--- config.mk ---
export PLATFORM = sky130hd
export DESIGN_NAME = acr_device_flat
export DESIGN_NICKNAME = d
export VERILOG_FILES = /design/src/inc/acr_pkg.sv /design/src/inc/acr_link_if.sv /design/src/rtl/acr_req_qual.sv /design/src/rtl/acr_device.sv /design/src/flat_wrapper.sv
export SDC_FILE = /design/constraint.sdc
export NUM_CORES = 1
export LEC_CHECK = 0
export ABC_AREA = 1
export BUFFER_PORTS_ARGS = -buffer_cell sky130_fd_sc_hd__buf_2
export CAP_MARGIN = 20
export CORE_MARGIN = 2
export CORE_UTILIZATION = 50
export DETAILED_ROUTE_END_ITERATION = 7
export PLACE_DENSITY = 0.87
export SLEW_MARGIN = 20
export SYNTH_ARGS = -nofsm -noshare
export SYNTH_HDL_FRONTEND = slang
export SYNTH_HIERARCHICAL = 1
export SYNTH_SLANG_ARGS = --single-unit
--- constraint.sdc ---
create_clock -name mclk -period 1.79 [get_ports mclk]
set_input_delay 0.179 -clock mclk [delete_from_list [all_inputs] [get_ports mclk]]
set_output_delay 0.179 -clock mclk [all_outputs]
set_load 0.05 [all_outputs]
--- src/inc/acr_pkg.sv ---
/*
 constants shared by both ends of the calibration and range control link.
 assumes mclk stands in for the converter sample clock, one cycle per input clock.
*/
package acr_pkg;
   localparam int CAL_HOLD_CYCLES = 80;
   localparam int POWERUP_CYCLES = 8388608;
   // calibration length given as a time at a reference input clock rate
   localparam longint CAL_TIME_NSEC = 64'd1160000;
   localparam longint REF_CLK_MHZ = 64'd2500;
   localparam longint CAL_CYCLES = CAL_TIME_NSEC * REF_CLK_MHZ / 64'd1000;
   localparam longint CLK_MHZ = 64'd125;
   localparam longint AUTO_CAL_TIME_S = 64'd20;
   localparam longint AUTO_CAL_CYCLES = AUTO_CAL_TIME_S * CLK_MHZ * 64'd1000000;
   localparam int ADDR_W = 8;
   localparam int DATA_W = 16;
   localparam int CONV_COUNT = 4;
   localparam int SAMPLE_W = 10;
   localparam logic [ADDR_W-1:0] APERTURE_EN_ADDR = 8'h01;
   localparam logic [ADDR_W-1:0] TERM_SEL_ADDR = 8'h02;
   localparam logic [ADDR_W-1:0] APERTURE_DLY_ADDR = 8'h0C;
   localparam logic [ADDR_W-1:0] OVR_CTRL_ADDR = 8'h14;
   localparam logic [ADDR_W-1:0] STATUS_ADDR = 8'h15;
   localparam logic [ADDR_W-1:0] RANGE_BASE_ADDR = 8'h20;
   localparam int APERTURE_EN_BIT = 0;
   localparam int TERM_SEL_BIT = 14;
   localparam int OVR_DIS_BIT = 14;
   localparam int STAT_CAL_BIT = 0;
   localparam int STAT_DOWN_BIT = 1;
   localparam int STAT_DONE_BIT = 2;
   localparam logic APERTURE_EN_RST = 1'b0;
   localparam logic TERM_SEL_RST = 1'b0;
   localparam logic OVR_DIS_RST = 1'b1;
   localparam logic [DATA_W-1:0] APERTURE_DLY_RST = 16'h0000;
   localparam logic [DATA_W-1:0] RANGE_RST = 16'h0000;
   localparam logic signed [SAMPLE_W-1:0] CODE_MIN = 10'sh000;
   localparam logic signed [SAMPLE_W-1:0] CODE_MAX = 10'sh0FF;
endpackage

--- src/inc/acr_link_if.sv ---
/*
 control pins between the converter device end and its host controller.
 assumes both ends run on the same mclk; each modport names one party.
*/
`timescale 1ns/100ps
interface acr_link_if (
   input wire logic mclk
);
   logic cal_req;
   logic power_down_pin;
   logic cal_in_progress;
   logic over_range_flag_p;
   logic over_range_flag_n;
   logic cfg_wr;
   logic [acr_pkg::ADDR_W-1:0] cfg_addr;
   logic [acr_pkg::DATA_W-1:0] cfg_wdata;
   modport dev (
      input cal_req,
      input power_down_pin,
      input cfg_wr,
      input cfg_addr,
      input cfg_wdata,
      output cal_in_progress,
      output over_range_flag_p,
      output over_range_flag_n
   );
   modport host (
      output cal_req,
      output power_down_pin,
      output cfg_wr,
      output cfg_addr,
      output cfg_wdata,
      input cal_in_progress,
      input over_range_flag_p,
      input over_range_flag_n
   );
endinterface

--- src/rtl/acr_req_qual.sv ---
/*
 qualifies the calibration request pin: long low, then long high.
 assumes pin_level is already synchronised to mclk.
*/
`timescale 1ns/100ps
module acr_req_qual #(
   parameter int HOLD = acr_pkg::CAL_HOLD_CYCLES
) (
   input wire logic mclk,
   input wire logic rst_n,
   input wire logic pin_level,
   input wire logic ignore,
   output logic fire
);
   if (HOLD < 2 || HOLD > 255) begin : g_bad_hold
      $error("acr_req_qual: HOLD out of range");
   end

   logic [7:0] low_cnt_reg;
   logic [7:0] high_cnt_reg;
   logic armed_reg;
   logic prev_reg;
   logic fire_reg;

   assign fire = fire_reg;

   always_ff @(posedge mclk) begin
      if (!rst_n) begin
         low_cnt_reg <= 8'h00;
         high_cnt_reg <= 8'h00;
         armed_reg <= 1'b0;
         prev_reg <= 1'b0;
         fire_reg <= 1'b0;
      end else if (ignore) begin
         // requests made while powered down are dropped
         low_cnt_reg <= 8'h00;
         high_cnt_reg <= 8'h00;
         armed_reg <= 1'b0;
         prev_reg <= pin_level;
         fire_reg <= 1'b0;
      end else begin
         prev_reg <= pin_level;
         fire_reg <= 1'b0;
         if (!pin_level) begin
            // a level change restarts the count
            high_cnt_reg <= 8'h00;
            if (prev_reg) begin
               low_cnt_reg <= 8'h01;
               armed_reg <= 1'b0;
            end else if (low_cnt_reg != HOLD[7:0]) begin
               low_cnt_reg <= low_cnt_reg + 8'h01;
            end
            if (low_cnt_reg == HOLD[7:0] - 8'h01) begin
               armed_reg <= 1'b1;
            end
         end else begin
            low_cnt_reg <= 8'h00;
            if (armed_reg) begin
               high_cnt_reg <= high_cnt_reg + 8'h01;
               // start fires on the hold-th high cycle after the rise
               if (high_cnt_reg == HOLD[7:0] - 8'h01) begin
                  fire_reg <= 1'b1;
                  armed_reg <= 1'b0;
               end
            end
         end
      end
   end
endmodule

--- src/rtl/acr_device.sv ---
/*
 device end: power-on and on-command calibration sequencing, over-range flag,
 clock termination select, aperture delay and range registers.
 assumes mclk is the sample input clock; link pins come from another chip.
*/
`timescale 1ns/100ps
module acr_device #(
   parameter int unsigned POWERUP_CYCLES = acr_pkg::POWERUP_CYCLES,
   parameter int unsigned CAL_CYCLES = 32'(acr_pkg::CAL_CYCLES)
) (
   input wire logic mclk,
   input wire logic rst_n,
   acr_link_if.dev link,
   input wire logic signed [acr_pkg::SAMPLE_W-1:0] conv_value_a,
   input wire logic signed [acr_pkg::SAMPLE_W-1:0] conv_value_b,
   input wire logic [acr_pkg::ADDR_W-1:0] rd_addr,
   output logic [acr_pkg::DATA_W-1:0] rd_data,
   output logic term_150_sel,
   output logic [acr_pkg::DATA_W-1:0] aperture_delay,
   output logic [acr_pkg::CONV_COUNT-1:0][acr_pkg::DATA_W-1:0] range_word,
   output logic powered_down,
   output logic calibrated
);
   if (POWERUP_CYCLES < 1 || CAL_CYCLES < 1) begin : g_bad_count
      $error("acr_device: counts must be positive");
   end

   typedef enum logic [2:0] {
      ST_STRAP,
      ST_PWRUP_WAIT,
      ST_IDLE,
      ST_CAL,
      ST_POWER_DOWN
   } acr_state_type;

   acr_state_type state_reg;
   acr_state_type state_next;
   logic [1:0] req_sync_reg;
   logic [1:0] down_sync_reg;
   logic [1:0] strap_cnt_reg;
   logic skip_reg;
   logic [31:0] cnt_reg;
   logic fire;
   logic cal_reg;
   logic flag_p_reg;
   logic flag_n_reg;
   logic done_reg;
   logic ap_en_reg;
   logic term_reg;
   logic ovr_dis_reg;
   logic [acr_pkg::DATA_W-1:0] ap_dly_reg;
   logic [acr_pkg::DATA_W-1:0] ap_out_reg;
   logic [acr_pkg::CONV_COUNT-1:0][acr_pkg::DATA_W-1:0] range_reg;
   logic [acr_pkg::DATA_W-1:0] rd_reg;
   logic down_out_reg;
   logic req_s;
   logic down_s;
   logic clip;

   assign req_s = req_sync_reg[1];
   assign down_s = down_sync_reg[1];
   assign link.cal_in_progress = cal_reg;
   assign link.over_range_flag_p = flag_p_reg;
   assign link.over_range_flag_n = flag_n_reg;
   assign rd_data = rd_reg;
   assign term_150_sel = term_reg;
   assign aperture_delay = ap_out_reg;
   assign range_word = range_reg;
   assign powered_down = down_out_reg;
   assign calibrated = done_reg;

   // request and power-down pins from the host pass two flops first
   always_ff @(posedge mclk) begin
      if (!rst_n) begin
         req_sync_reg <= 2'b00;
         down_sync_reg <= 2'b00;
      end else begin
         req_sync_reg <= {req_sync_reg[0], link.cal_req};
         down_sync_reg <= {down_sync_reg[0], link.power_down_pin};
      end
   end

   acr_req_qual #(
      .HOLD(acr_pkg::CAL_HOLD_CYCLES)
   ) u_qual (
      .mclk(mclk),
      .rst_n(rst_n),
      .pin_level(req_s),
      .ignore(down_s || state_reg == ST_POWER_DOWN),
      .fire(fire)
   );

   always_comb begin
      state_next = state_reg;
      case (state_reg)
         ST_STRAP: begin
            if (strap_cnt_reg == 2'b11) state_next = ST_PWRUP_WAIT;
         end
         ST_PWRUP_WAIT: begin
            if (fire) begin
               state_next = ST_CAL;
            end else if (cnt_reg >= POWERUP_CYCLES - 1) begin
               // skipped by strap, or withheld while power-down is high
               if (skip_reg) state_next = ST_IDLE;
               else if (!down_s) state_next = ST_CAL;
            end
         end
         ST_IDLE: begin
            if (down_s) state_next = ST_POWER_DOWN;
            else if (fire) state_next = ST_CAL;
         end
         ST_CAL: begin
            // power-down waits for the end; a request that completes now is dropped
            if (cnt_reg >= CAL_CYCLES - 1) state_next = ST_IDLE;
         end
         ST_POWER_DOWN: begin
            if (!down_s) state_next = ST_IDLE;
         end
         default: state_next = ST_IDLE;
      endcase
   end

   // sequencer and shared cycle counter
   always_ff @(posedge mclk) begin
      if (!rst_n) begin
         state_reg <= ST_STRAP;
         strap_cnt_reg <= 2'b00;
         skip_reg <= 1'b0;
         cnt_reg <= 32'h0000_0000;
         cal_reg <= 1'b0;
         done_reg <= 1'b0;
         down_out_reg <= 1'b0;
      end else begin
         state_reg <= state_next;
         strap_cnt_reg <= strap_cnt_reg + 2'b01;
         if (state_reg == ST_STRAP && state_next == ST_PWRUP_WAIT) begin
            skip_reg <= req_s;
         end
         if (state_next != state_reg) cnt_reg <= 32'h0000_0000;
         else if (state_reg == ST_PWRUP_WAIT && cnt_reg < POWERUP_CYCLES - 1) begin
            cnt_reg <= cnt_reg + 32'h0000_0001;
         end else if (state_reg == ST_CAL) cnt_reg <= cnt_reg + 32'h0000_0001;
         cal_reg <= (state_next == ST_CAL);
         if (state_reg == ST_CAL && state_next != ST_CAL) done_reg <= 1'b1;
         down_out_reg <= (state_next == ST_POWER_DOWN);
      end
   end

   // out-of-range: either converter beyond the 8-bit code span
   assign clip = (conv_value_a < acr_pkg::CODE_MIN) || (conv_value_a > acr_pkg::CODE_MAX)
      || (conv_value_b < acr_pkg::CODE_MIN) || (conv_value_b > acr_pkg::CODE_MAX);

   always_ff @(posedge mclk) begin
      if (!rst_n) begin
         flag_p_reg <= 1'b0;
         flag_n_reg <= 1'b1;
      end else begin
         // held inactive during calibration, gated by the disable bit
         flag_p_reg <= clip && !ovr_dis_reg && !cal_reg;
         flag_n_reg <= !(clip && !ovr_dis_reg && !cal_reg);
      end
   end

   // configuration writes from the host
   always_ff @(posedge mclk) begin
      if (!rst_n) begin
         ap_en_reg <= acr_pkg::APERTURE_EN_RST;
         term_reg <= acr_pkg::TERM_SEL_RST;
         ovr_dis_reg <= acr_pkg::OVR_DIS_RST;
         ap_dly_reg <= acr_pkg::APERTURE_DLY_RST;
      end else if (link.cfg_wr) begin
         case (link.cfg_addr)
            acr_pkg::APERTURE_EN_ADDR: ap_en_reg <= link.cfg_wdata[acr_pkg::APERTURE_EN_BIT];
            acr_pkg::TERM_SEL_ADDR: term_reg <= link.cfg_wdata[acr_pkg::TERM_SEL_BIT];
            acr_pkg::APERTURE_DLY_ADDR: ap_dly_reg <= link.cfg_wdata;
            acr_pkg::OVR_CTRL_ADDR: ovr_dis_reg <= link.cfg_wdata[acr_pkg::OVR_DIS_BIT];
            default: ;
         endcase
      end
   end

   // per-converter full-scale range and offset words
   genvar gi;
   generate
      for (gi = 0; gi < acr_pkg::CONV_COUNT; gi++) begin : g_range
         always_ff @(posedge mclk) begin
            if (!rst_n) range_reg[gi] <= acr_pkg::RANGE_RST;
            else if (link.cfg_wr && link.cfg_addr == acr_pkg::RANGE_BASE_ADDR + 8'(gi)) begin
               range_reg[gi] <= link.cfg_wdata;
            end
         end
      end
   endgenerate

   // effective aperture delay and register reads
   always_ff @(posedge mclk) begin
      if (!rst_n) begin
         ap_out_reg <= 16'h0000;
         rd_reg <= 16'h0000;
      end else begin
         ap_out_reg <= ap_en_reg ? ap_dly_reg : 16'h0000;
         case (rd_addr)
            acr_pkg::APERTURE_EN_ADDR: rd_reg <= {15'h0000, ap_en_reg};
            acr_pkg::TERM_SEL_ADDR: rd_reg <= {1'b0, term_reg, 14'h0000};
            acr_pkg::APERTURE_DLY_ADDR: rd_reg <= ap_dly_reg;
            acr_pkg::OVR_CTRL_ADDR: rd_reg <= {1'b0, ovr_dis_reg, 14'h0000};
            acr_pkg::STATUS_ADDR: rd_reg <= {13'h0000, done_reg, down_out_reg, cal_reg};
            default: rd_reg <= 16'h0000;
         endcase
      end
   end
endmodule

--- src/flat_wrapper.sv ---
// flat-port wrapper written by rule: the top's interface ports become plain ports
module acr_device_flat 
#(
   parameter int unsigned POWERUP_CYCLES = acr_pkg::POWERUP_CYCLES,
   parameter int unsigned CAL_CYCLES = 32'(acr_pkg::CAL_CYCLES)
)
  (mclk, rst_n, conv_value_a, conv_value_b, rd_addr, rd_data, term_150_sel, aperture_delay, range_word, powered_down, calibrated, link_cal_req, link_power_down_pin, link_cfg_wr, link_cfg_addr, link_cfg_wdata, link_cal_in_progress, link_over_range_flag_p, link_over_range_flag_n);
  acr_link_if link_i (.mclk(mclk));
  input wire logic mclk;
  input wire logic rst_n;
  input wire logic signed [acr_pkg::SAMPLE_W-1:0] conv_value_a;
  input wire logic signed [acr_pkg::SAMPLE_W-1:0] conv_value_b;
  input wire logic [acr_pkg::ADDR_W-1:0] rd_addr;
  output logic [acr_pkg::DATA_W-1:0] rd_data;
  output logic term_150_sel;
  output logic [acr_pkg::DATA_W-1:0] aperture_delay;
  output logic [acr_pkg::CONV_COUNT-1:0][acr_pkg::DATA_W-1:0] range_word;
  output logic powered_down;
  output logic calibrated;
  input wire logic [$bits(link_i.cal_req)-1:0] link_cal_req;
  input wire logic [$bits(link_i.power_down_pin)-1:0] link_power_down_pin;
  input wire logic [$bits(link_i.cfg_wr)-1:0] link_cfg_wr;
  input wire logic [$bits(link_i.cfg_addr)-1:0] link_cfg_addr;
  input wire logic [$bits(link_i.cfg_wdata)-1:0] link_cfg_wdata;
  output wire logic [$bits(link_i.cal_in_progress)-1:0] link_cal_in_progress;
  output wire logic [$bits(link_i.over_range_flag_p)-1:0] link_over_range_flag_p;
  output wire logic [$bits(link_i.over_range_flag_n)-1:0] link_over_range_flag_n;
  assign link_i.cal_req = link_cal_req;
  assign link_i.power_down_pin = link_power_down_pin;
  assign link_i.cfg_wr = link_cfg_wr;
  assign link_i.cfg_addr = link_cfg_addr;
  assign link_i.cfg_wdata = link_cfg_wdata;
  assign link_cal_in_progress = link_i.cal_in_progress;
  assign link_over_range_flag_p = link_i.over_range_flag_p;
  assign link_over_range_flag_n = link_i.over_range_flag_n;
  acr_device #(.POWERUP_CYCLES(POWERUP_CYCLES), .CAL_CYCLES(CAL_CYCLES)) u_core (.mclk(mclk), .rst_n(rst_n), .link(link_i), .conv_value_a(conv_value_a), .conv_value_b(conv_value_b), .rd_addr(rd_addr), .rd_data(rd_data), .term_150_sel(term_150_sel), .aperture_delay(aperture_delay), .range_word(range_word), .powered_down(powered_down), .calibrated(calibrated));
endmodule
======== Word-level counts from Yosys, hierarchy flattened ========
Index checks and enable logic that the tools add are counted.
cells by class
  $add $sub $neg .......................... 4
  multipliers ............................. 0
  div/mod/pow operators ................... 0
  magnitude comparators ................... 7
  equal/unequal tests ..................... 26
  shift-type cells ........................ 0
  muxes and demuxes ....................... 21
  bitwise logic cells ..................... 3
  reduce and logical (&&, ||, !) cells .... 31
operators by type and width
  operator                                                                                count
  16-bit one-hot mux with 5 select lines                                                  1
  32-bit two-way mux                                                                      2
  32-bit by 1-bit adder with 32-bit output (second input constant)                        1
  8-bit by 6-bit == test with 1-bit output (second input constant)                        4
  32-bit by 22-bit greater-or-equal comparator with 1-bit output (second input constant)  1
  32-bit by 23-bit greater-or-equal comparator with 1-bit output (second input constant)  1
  32-bit by 23-bit less-than comparator with 1-bit output (second input constant)         1
  3-bit two-way mux                                                                       9
  8-bit by 5-bit == test with 1-bit output (second input constant)                        3
  10-bit by 9-bit greater-than comparator with 1-bit output (second input constant)       2
  10-bit by 1-bit less-than comparator with 1-bit output (second input constant)          2
  8-bit by 1-bit adder with 8-bit output (second input constant)                          2
  8-bit by 1-bit == test with 1-bit output (second input constant)                        2
  8-bit by 2-bit == test with 1-bit output (second input constant)                        2
  8-bit by 4-bit == test with 1-bit output (second input constant)                        2
  8-bit by 7-bit == test with 1-bit output (second input constant)                        2
  3-bit one-hot mux with 5 select lines                                                   1
  2-bit AND reduction                                                                     5
  3-bit by 2-bit == test with 1-bit output (second input constant)                        3
  1-bit logical AND                                                                       9
  1-bit two-way mux                                                                       8
  8-bit by 7-bit inequality test with 1-bit output (second input constant)                1
  4-bit OR reduction                                                                      2
  3-bit by 1-bit == test with 1-bit output (second input constant)                        2
  13 further kinds                                                                        24
word-level totals
  flip-flop bits (word level) ............. 181
  latch bits .............................. 0
  memory bits (writable) .................. 0
  bits in read-only memories .............. 0
  input bits .............................. 57
  output and inout port bits .............. 102
  word-level logic and storage cells ...... 119
  memories ................................ 0

======== Depth between registers and ports, before layout ========
Gate-level depths: netlist (run 1).
  depth in word-level cells ............... 7
  gate-level depth with buffers ........... 15
  mapped depth without buffers ............ 14

======== Cells and area by module ========
The synthesis (run 1) kept the hierarchy.
by module, submodules not included
  module        instances  cells each  area each (um^2)  seq. area each (um^2)
  acr_device    1          907         6876.6            3243.1
  acr_req_qual  1          131         930.9             380.4

======== Worst setup path after synthesis (run 1) ========
No wires, ideal clock.
  path kind ............................... register to register
  start ................................... register u_core.cnt_reg[0]
  end ..................................... register u_core.cnt_reg[23]
  library setup time ...................... 0.119 ns
  data arrival time ....................... 1.747 ns
  data required time ...................... 1.671 ns
  setup slack ............................. -0.076 ns
  cell stages (with the launch flop) ...... 16
  buffers on the path ..................... 1
  clock period less this slack ............ 1.866 ns
  cells stage by stage .................... dfxtp_1 -> ha_1 -> nand2_1 -> nor2_4 -> nand2_2 -> nor2_4 -> nand2_2 -> nand2_1 -> nand2_1 -> nand3_1 -> nand2_1 -> nand2_1 -> nand2_1 -> nand2_2 -> buf_6 -> nor3_2
between the ends
  longest elaborated chain between the ends .. 6
  elaborated cells on any way between the ends .. 14
  classes of those cells .................. add/sub (1); order compare (3); eq/ne (1); mux (6); reduce/logical (3)
RTL lines
  item                                                            line               RTL
  start: declaration                                              acr_device.sv:42   logic [31:0] cnt_reg;
  start signal: assignment                                        acr_device.sv:141  cnt_reg <= cnt_reg + 32'h0000_0001;
  start signal: assignment                                        acr_device.sv:142  end else if (state_reg == ST_CAL) cnt_reg <= cnt_reg + 32'h0000_0001;
  32-bit by 23-bit greater-or-equal comparator with 1-bit output  acr_device.sv:102  end else if (cnt_reg >= POWERUP_CYCLES - 1) begin
  3-bit two-way mux                                               acr_device.sv:102
  3-bit two-way mux                                               acr_device.sv:100  if (fire) begin
  3-bit one-hot mux with 5 select lines                           acr_device.sv:95   case (state_reg)
  3-bit inequality test                                           acr_device.sv:139  if (state_next != state_reg) cnt_reg <= 32'h0000_0000;
  2-bit OR reduction (no source line)                             n/a
Several ways; a longest one is shown, not always the timed one. The select of a mux whose other input is x is not followed.
A chain may end at the register's enable or synchronous reset.

======== Final worst setup path (run 1) ========
  start ................................... register u_core.cnt_reg[10]
  end ..................................... register u_core.cnt_reg[10]
Same word-level chain as after synthesis.

==> results.md, run 1 <==
- largest vdd supply drop: 0.000680 V
- FMAX: 509 MHz
- floorplan die area: 16,600 um2
- drc violations: 0
- number of buffers created by CTS: 17
- DRC violation total after the first TritonRoute iteration: 755
- Combinational Power Share: 0.061
- share of power burned in the clock network: 0.459
- final period utilization: 1.10
- routed wire length per instance: 15.8 um
- Worst Path Max Fanout: 10
- number of search-and-repair iterations in the first detailed-routing pass: 5
- synthesized netlist cell count: 1,038
- required time of the critical path: 2.14 ns
- hold violation total from the final report: 0
- placed insts: 1,430
- height of the chip: 129 um
- kind of capture point of the worst setup path: flip-flop
- clock-pin slew on the worst setup and hold paths: 0.07 ns
- yosys synthesis warning count: 6
- num rows: 45
- power share of the sequential group: 0.480
- number of nets in the layout: 1,313
- Leakage Power: 4.60 nW
- maximum buffer depth of the clock tree: 2
- I/O Pins: 159
- net count after synthesis: 1,100
- CP Class: flip-flop to flip-flop
- die width: 129 um
- TritonCTS sink count: 181
- commonest non-fill, non-tap cell in the layout: sky130_fd_sc_hd__dfxtp_1
- overall track demand over capacity in global routing: 0.273
- worst clock skew: 0.0210 ns
- actual slew at the worst max-slew pin: 0.623 ns
- wirelength, routed: 23,300 um
- total vias in the final route: 7,917
- sequential-to-total area share from yosys stat: 0.464
- Syn Std Cell Area: 7810 um2
- final HPWL from detailed placement: 15,200 um
- critical-path cell with the highest stage delay: sky130_fd_sc_hd__dfxtp_1
- Post-Synthesis Mean Instance Area: 7.52 um2
- pin count of the biggest net entering global routing: 35
- register bit count reported by yosys: 181
- highest-count cells in the layout ignoring fill and taps: sky130_fd_sc_hd__dfxtp_1 (179), sky130_fd_sc_hd__nand2_1 (154), sky130_fd_sc_hd__buf_2 (142), sky130_fd_sc_hd__inv_1 (142), sky130_fd_sc_hd__a21oi_1 (101)
- non-filler instance count after layout: 1,475
- total net switching power: 2.13 mW
- share of cells above drive strength 1: 0.274
- status: finished with violations
- final number of max-transition violations: 0
- mean number of vias per cell: 5.37
- cell-internal power: 6.34 mW
- area growth from synthesis to layout: 32.2%
- CTS tree: yes
- final critical path time including I/O delays and setup: 1.97 ns
- power density over cell area: 820 nW/um2
- Core Footprint: 15,300 um2
- flip-flop count of the largest register, all copies and words added: 64
- delay-heaviest family, CP: simple AND/OR/NAND/NOR gates
- number of antenna diodes: 0
- number of filler cells placed in the layout: 1,105
- final setup violation count: 35
- switching power as a share of total power: 0.251
- list of cells traversed by the critical path: nand2_1 > nor2_1 > nand2_1 > nor2_4 > nand2_4 > nand3_2 > nand3_2 > nand2_2 > nand2_2 > nand2_2 > nand2_4 > buf_12 > nor3_4
- clock root buffer: sky130_fd_sc_hd__clkbuf_16
- synth unique cells: 32
- total congestion overflow after global routing: 0
- violated checks: negative setup slack
- dominant cell type by count on the critical path: sky130_fd_sc_hd__nand2_2
- Worst Path Arrival: 2.32 ns
- routability congestion estimate: 0.940
- RSZ-0062 raised after global routing: yes
- slew margin rel.: 0.584
- summed negative setup slack over all endpoints: -4.27 ns
- # H-tree levels: 4
- clk_lat worst skew: 0.44 ns
- delay of the slowest cell on the worst path: 0.37 ns
- Power Total: 8.47 mW
- Critical path buffers and inverters: 1
- final worst setup slack: -0.176 ns
- effective utilization at floorplan: 0.512
- initial antenna violation count: 0
- global-route wire length before repair: 36,200 um
- Worst setup SP type: flip-flop
- via count of the first global-routing pass: 7,598
- max cap viols: 0
- share of the core filled with cells: 0.677
- Antenna Violating Nets Remaining: 0
- setup slack after placement: -0.141 ns
- Hold Path Class: primary input to flip-flop
- port buffer count: 142
[logic make-up after synthesis]
kind of cell    after synthesis  share of synthesized area
buf+inv                     187                     0.0974
fa+ha+maj                     5                    0.00801
simple gates                425                      0.260
compound gates              211                      0.138
flops                       181                      0.464
xor+xnor                     29                     0.0325
[power groups by stage]
stage / sequential, mW / combinational, mW / clock (mW)
floorplan: 4.17 / 0.228 / 0
detailed placement: 4.16 / 0.402 / 0
CTS: 4.06 / 0.439 / 3.90
global placement: 4.16 / 0.390 / 0
finish: 4.06 / 0.516 / 3.89
global route: 4.07 / 0.550 / 4.11
[timing repair]
item,in CTS,in global routing
hold buffers,2,0
endpoints found under the setup margin,32,35
pin swaps,5,17
buffers inserted,7,2
resized for setup,16,37
cloned,2,4
endpoints found under the hold margin,2,0
[final cells by class]
type                       instances  area [um2]  share of cell area
multi-input combinational        670        3620               0.351
tap                              211         264              0.0256
clock inverter                    13         174              0.0168
clock buffer                      19         453              0.0439
timing repair buffer             238        1650               0.159
sequential                       181        3630               0.351
inverter                         143         537              0.0520
[metal layers]
metal	track usage	vias to the layer above	part of all wire
met3	0.0753	58	0.092
met5	0	-	0
met2	0.472	394	0.49
li1	-	3782	-
met4	0.102	0	0.028
met1	0.323	3683	0.39
[per-stage QoR]
stage,area (um2),hold WS (ns)
5_1_grt,10300,0.0404
3_3_place_gp,9320,0.364
4_1_cts,10100,0.0193
2_1_floorplan,7820,0.277
3_5_place_dp,9320,0.368
6_report,10300,0.0213
[final timing paths]
path	start	endpoint	slack (ns)	cells after the start
worst max register to register	u_core/cnt_reg[10]	u_core/cnt_reg[10]	-0.18	13
worst max-delay path	u_core/cnt_reg[10]	u_core/cnt_reg[10]	-0.18	13
worst min register to register	u_core/down_sync_reg[0]	u_core/down_sync_reg[1]	0.41	2
worst min-delay path	link_cfg_wdata[14]	u_core/ovr_dis_reg	0.02	3
[Yosys cell counts]
cell type / number / area, um2
sky130_fd_sc_hd__nor3b_1: 2 / 15.0
sky130_fd_sc_hd__nor3_1: 44 / 220
sky130_fd_sc_hd__xor2_1: 23 / 201
sky130_fd_sc_hd__ha_1: 5 / 62.6
sky130_fd_sc_hd__a211o_1: 1 / 8.76
sky130_fd_sc_hd__o21ai_0: 99 / 495
sky130_fd_sc_hd__inv_1: 143 / 537
sky130_fd_sc_hd__nor3_2: 30 / 300
sky130_fd_sc_hd__nand3_1: 49 / 245
sky130_fd_sc_hd__o22ai_1: 2 / 12.5
sky130_fd_sc_hd__buf_2: 4 / 20.0
sky130_fd_sc_hd__nand4_1: 12 / 75.1
sky130_fd_sc_hd__o211ai_1: 2 / 15.0
sky130_fd_sc_hd__dfxtp_1: 181 / 3620
sky130_fd_sc_hd__nand2_2: 8 / 50.1
sky130_fd_sc_hd__nand3_2: 3 / 30.0
sky130_fd_sc_hd__or2_2: 2 / 12.5
sky130_fd_sc_hd__a211oi_1: 1 / 7.51
sky130_fd_sc_hd__clkbuf_1: 30 / 113
sky130_fd_sc_hd__xnor2_1: 6 / 52.6
sky130_fd_sc_hd__buf_4: 4 / 30.0
sky130_fd_sc_hd__nor2_1: 98 / 368
sky130_fd_sc_hd__clkbuf_2: 1 / 5.00
sky130_fd_sc_hd__a311oi_1: 1 / 8.76
sky130_fd_sc_hd__o21ai_1: 2 / 10.0
sky130_fd_sc_hd__nor4_1: 3 / 18.8
sky130_fd_sc_hd__a21oi_1: 103 / 515
sky130_fd_sc_hd__nor2_2: 3 / 18.8
sky130_fd_sc_hd__buf_6: 5 / 56.3
sky130_fd_sc_hd__nand2_1: 164 / 616
sky130_fd_sc_hd__nand3b_1: 4 / 30.0
sky130_fd_sc_hd__nor2_4: 3 / 33.8
[worst min-delay path: stages]
cell	delay, ns
sky130_fd_sc_hd__buf_2	0.10
sky130_fd_sc_hd__nand2_1	0.05
sky130_fd_sc_hd__o211ai_1	0.07
No activity file was read; power rests on OpenSTA's default activity.
==> inputs of run 2 (changes only) <==
==> constraint.sdc (replaced) <==
create_clock -name mclk -period 1.79 [get_ports mclk]
set_input_delay 0.0895 -clock mclk [delete_from_list [all_inputs] [get_ports mclk]]
set_output_delay 0.0895 -clock mclk [all_outputs]
set_load 0.05 [all_outputs]
==> run 2 against run 1 <==
Effect of this change:
- the flow finishes with violations (design-rule violations, negative setup slack)
- register-to-register slack got worse by 0.20 ns
- sequential share of layout area decreased by 0.47 points
- via count increased by 4.8%
- non-clock buffer count increased by 4
- largest power group unchanged
==> results.md, run 2 (same netlist as run 1, synthesis figures left out) <==
- status: finished with violations
- violated checks: design-rule violations, negative setup slack
- highest-count cells in the layout ignoring fill and taps: sky130_fd_sc_hd__dfxtp_1 (178), sky130_fd_sc_hd__buf_2 (142), sky130_fd_sc_hd__nand2_1 (141)
- placed insts: 1,414, -1.1%
- capture instance of the worst register-to-register path: u_core/cnt_reg[14]
- power density over cell area: 792 nW/um2, -3.4%
- hold violation total from the final report: 0, unchanged
- flop-to-flop setup slack: -0.38 ns, -0.20 ns
- number of nets in the layout: 1,317, +0.30%
- Critical path buffers and inverters: 2, +1
- final HPWL from detailed placement: 15,100 um, -0.68%
- FMAX: 462 MHz, -9.2%
- final worst setup slack: -0.375 ns, -0.199 ns
- DRC violation total after the first TritonRoute iteration: 955, +26%
- overall track demand over capacity in global routing: 0.287, +0.0147
- total vias in the final route: 8,297, +4.8%
- flip-flop count of the largest register, all copies and words added: 64, unchanged
- Antenna Violating Nets Remaining: 0, unchanged
- TritonCTS sink count: 181, unchanged
- commonest non-fill, non-tap cell in the layout: sky130_fd_sc_hd__dfxtp_1
- drc violations: 25, +25
- Power Total: 8.29 mW, -2.1%
- list of cells traversed by the critical path: ha_4 > nand2_4 > nor2_4 > buf_4 > nand2_1 > nor2_1 > xor2_1 > nand2_4 > nand2_2 > inv_2 > nor3_4
- final period utilization: 1.21, +0.111
- clock-pin slew on the worst setup and hold paths: 0.08 ns, about the same
- height of the chip: 129 um, unchanged
- die width: 129 um, unchanged
- RSZ-0062 raised after global routing: yes
- dominant cell type by count on the critical path: sky130_fd_sc_hd__nand2_4
- initial antenna violation count: 0, unchanged
- final critical path time including I/O delays and setup: 2.17 ns, +0.199 ns
- startpoint of the worst-slack reg-to-reg timing path: u_core/cnt_reg[1]
- largest vdd supply drop: 0.000645 V, -5.1%
- num rows: 45, unchanged
- min-delay src: link_cfg_wdata[13]
- maximum buffer depth of the clock tree: 2, unchanged
- share of cells above drive strength 1: 0.285, +0.0118
- non-filler instance count after layout: 1,479, +0.27%
- routability congestion estimate: 1.06, +13%
- pin count of the biggest net entering global routing: 33, -5.7%
- area growth from synthesis to layout: 34.1%
- required time of the critical path: 2.15 ns, about the same
- CP Class: flip-flop to flip-flop
- depth of the worst register-to-register path: 11, -2
- via count of the first global-routing pass: 7,931, +4.4%
- mean number of vias per cell: 5.61, +4.5%
- critical-path cell with the highest stage delay: sky130_fd_sc_hd__xor2_1
- cell depth of the worst min-delay path: 3, unchanged
- clock root buffer: sky130_fd_sc_hd__clkbuf_16
- global-route wire length before repair: 38,000 um, +5.1%
- effective utilization at floorplan: 0.512, unchanged
- CTS tree: yes
- worst clock skew: 0.0114 ns, -0.00960 ns
- Worst Path Arrival: 2.53 ns, +0.21 ns
- floorplan die area: 16,600 um2, unchanged
- actual slew at the worst max-slew pin: 0.636 ns, +0.0129 ns
- delay-heaviest family, CP: simple AND/OR/NAND/NOR gates
- I/O Pins: 159, unchanged
- clk_lat worst skew: 0.43 ns, about the same
- total congestion overflow after global routing: 0, unchanged
- delay of the slowest cell on the worst path: 0.45 ns, +0.08 ns
- Leakage Power: 4.68 nW, +1.8%
- number of search-and-repair iterations in the first detailed-routing pass: 8, +3
- summed negative setup slack over all endpoints: -7.95 ns, -3.68 ns
- number of buffers created by CTS: 17, unchanged
- Worst setup SP type: flip-flop
- Core Footprint: 15,300 um2, unchanged
- kind of capture point of the worst setup path: flip-flop
- max cap viols: 0, unchanged
- final number of max-transition violations: 0, unchanged
- number of antenna diodes: 0, unchanged
- # H-tree levels: 4, unchanged
- routed wire length per instance: 17.2 um, +8.6%
- final setup violation count: 34, -2.9%
- Worst Path Max Fanout: 3, -7
- slew margin rel.: 0.575, -0.00863
- Worst Hold End: u_core/range_word[13]
- port buffer count: 142, unchanged
- wirelength, routed: 25,400 um, +8.9%
- Hold Path Class: primary input to flip-flop
## run 2: changes by cell type in the layout (fill, tap and decap cells not counted), moves of 4 or more
cell / before / now
sky130_fd_sc_hd__buf_4: 76 / 63
sky130_fd_sc_hd__dlygate4sd3_1: 2 / 18
sky130_fd_sc_hd__inv_1: 142 / 134
sky130_fd_sc_hd__inv_2: 1 / 9
sky130_fd_sc_hd__inv_6: 1 / 6
sky130_fd_sc_hd__inv_8: 7 / 1
sky130_fd_sc_hd__nand2_1: 154 / 141
sky130_fd_sc_hd__nand2_2: 12 / 21
sky130_fd_sc_hd__o21ai_0: 96 / 92
sky130_fd_sc_hd__o21ai_2: 0 / 4
## run 2: how the worst max path moves through the flow
| stage | start | to | slack [ns] | cells past startpoint |
|---|---|---|---|---|
| 6_report | u_core/cnt_reg[1] | u_core/cnt_reg[14] | -0.38 | 11 |
| 5_1_grt | u_core/cnt_reg[1] | u_core/cnt_reg[14] | -0.40 | 11 |
| 4_1_cts | u_core/cnt_reg[0] | u_core/cnt_reg[12] | -0.11 | 13 |
| 3_5_place_dp | u_core/cnt_reg[1] | u_core/cnt_reg[0] | -0.14 | 15 |
| 3_3_place_gp | u_core/cnt_reg[1] | u_core/cnt_reg[0] | -0.06 | 15 |
| 2_1_floorplan | u_core/cnt_reg[0] | u_core/cnt_reg[23] | 0.01 | 15 |
## run 2: layout make-up
cell class | instances | area [um2]
Clock buffer | 19 | 443
Clock inverter | 13 | 154
Inverter | 143 | 537
Fill cell | 1102 | 4790
Tap cell | 211 | 264
Multi-Input combinational cell | 670 | 3720
Sequential cell | 181 | 3630
Timing Repair Buffer | 242 | 1720
## run 2: repair_timing
action                                 in CTS  in global routing
setup buffers                               8                  4
setup endpoints to repair                  34                 35
pin swaps                                   2                 13
gates resized for setup                    35                 64
endpoints found under the hold margin      49                  0
hold buffers                               18                  0
gates cloned                                4                  1
## run 2: metrics by stage
| step | setup slack (ns) | util | instance area (um2) | hold slack (ns) |
|---|---|---|---|---|
| detailed placement | -0.141 | 0.601 | 9180 | 0.283 |
| CTS | -0.109 | 0.673 | 10300 | 0.000629 |
| global placement | -0.0643 | 0.601 | 9180 | 0.280 |
| global route | -0.402 | 0.686 | 10500 | 0.0219 |
| finish | -0.375 | 0.686 | 10500 | 0.0150 |
| floorplan | 0.0112 | - | 7820 | 0.187 |
## run 2: power by group
part,switching (mW),leakage (nW),internal [mW]
Clock,1.79,0.290,1.91
Sequential,0.0177,1.46,4.05
Combinational,0.325,2.93,0.204
## run 2: layer usage
layer | track usage | routed length, um
met4 | 0.156 | 1370
met2 | 0.483 | 12300
met1 | 0.324 | 9120
met3 | 0.0923 | 2590
met5 | 0.00882 | 0
## run 2: worst register-to-register path, delay by kind of cell, from the launching register on
| family | cells | cell delay (ns) |
|---|---|---|
| and+or+nand+nor | 7 | 0.96 |
| xor gates and xnor gates | 1 | 0.45 |
| DFF | 1 | 0.36 |
| buffers and inverters | 2 | 0.18 |
| adders and majority gates | 1 | 0.15 |
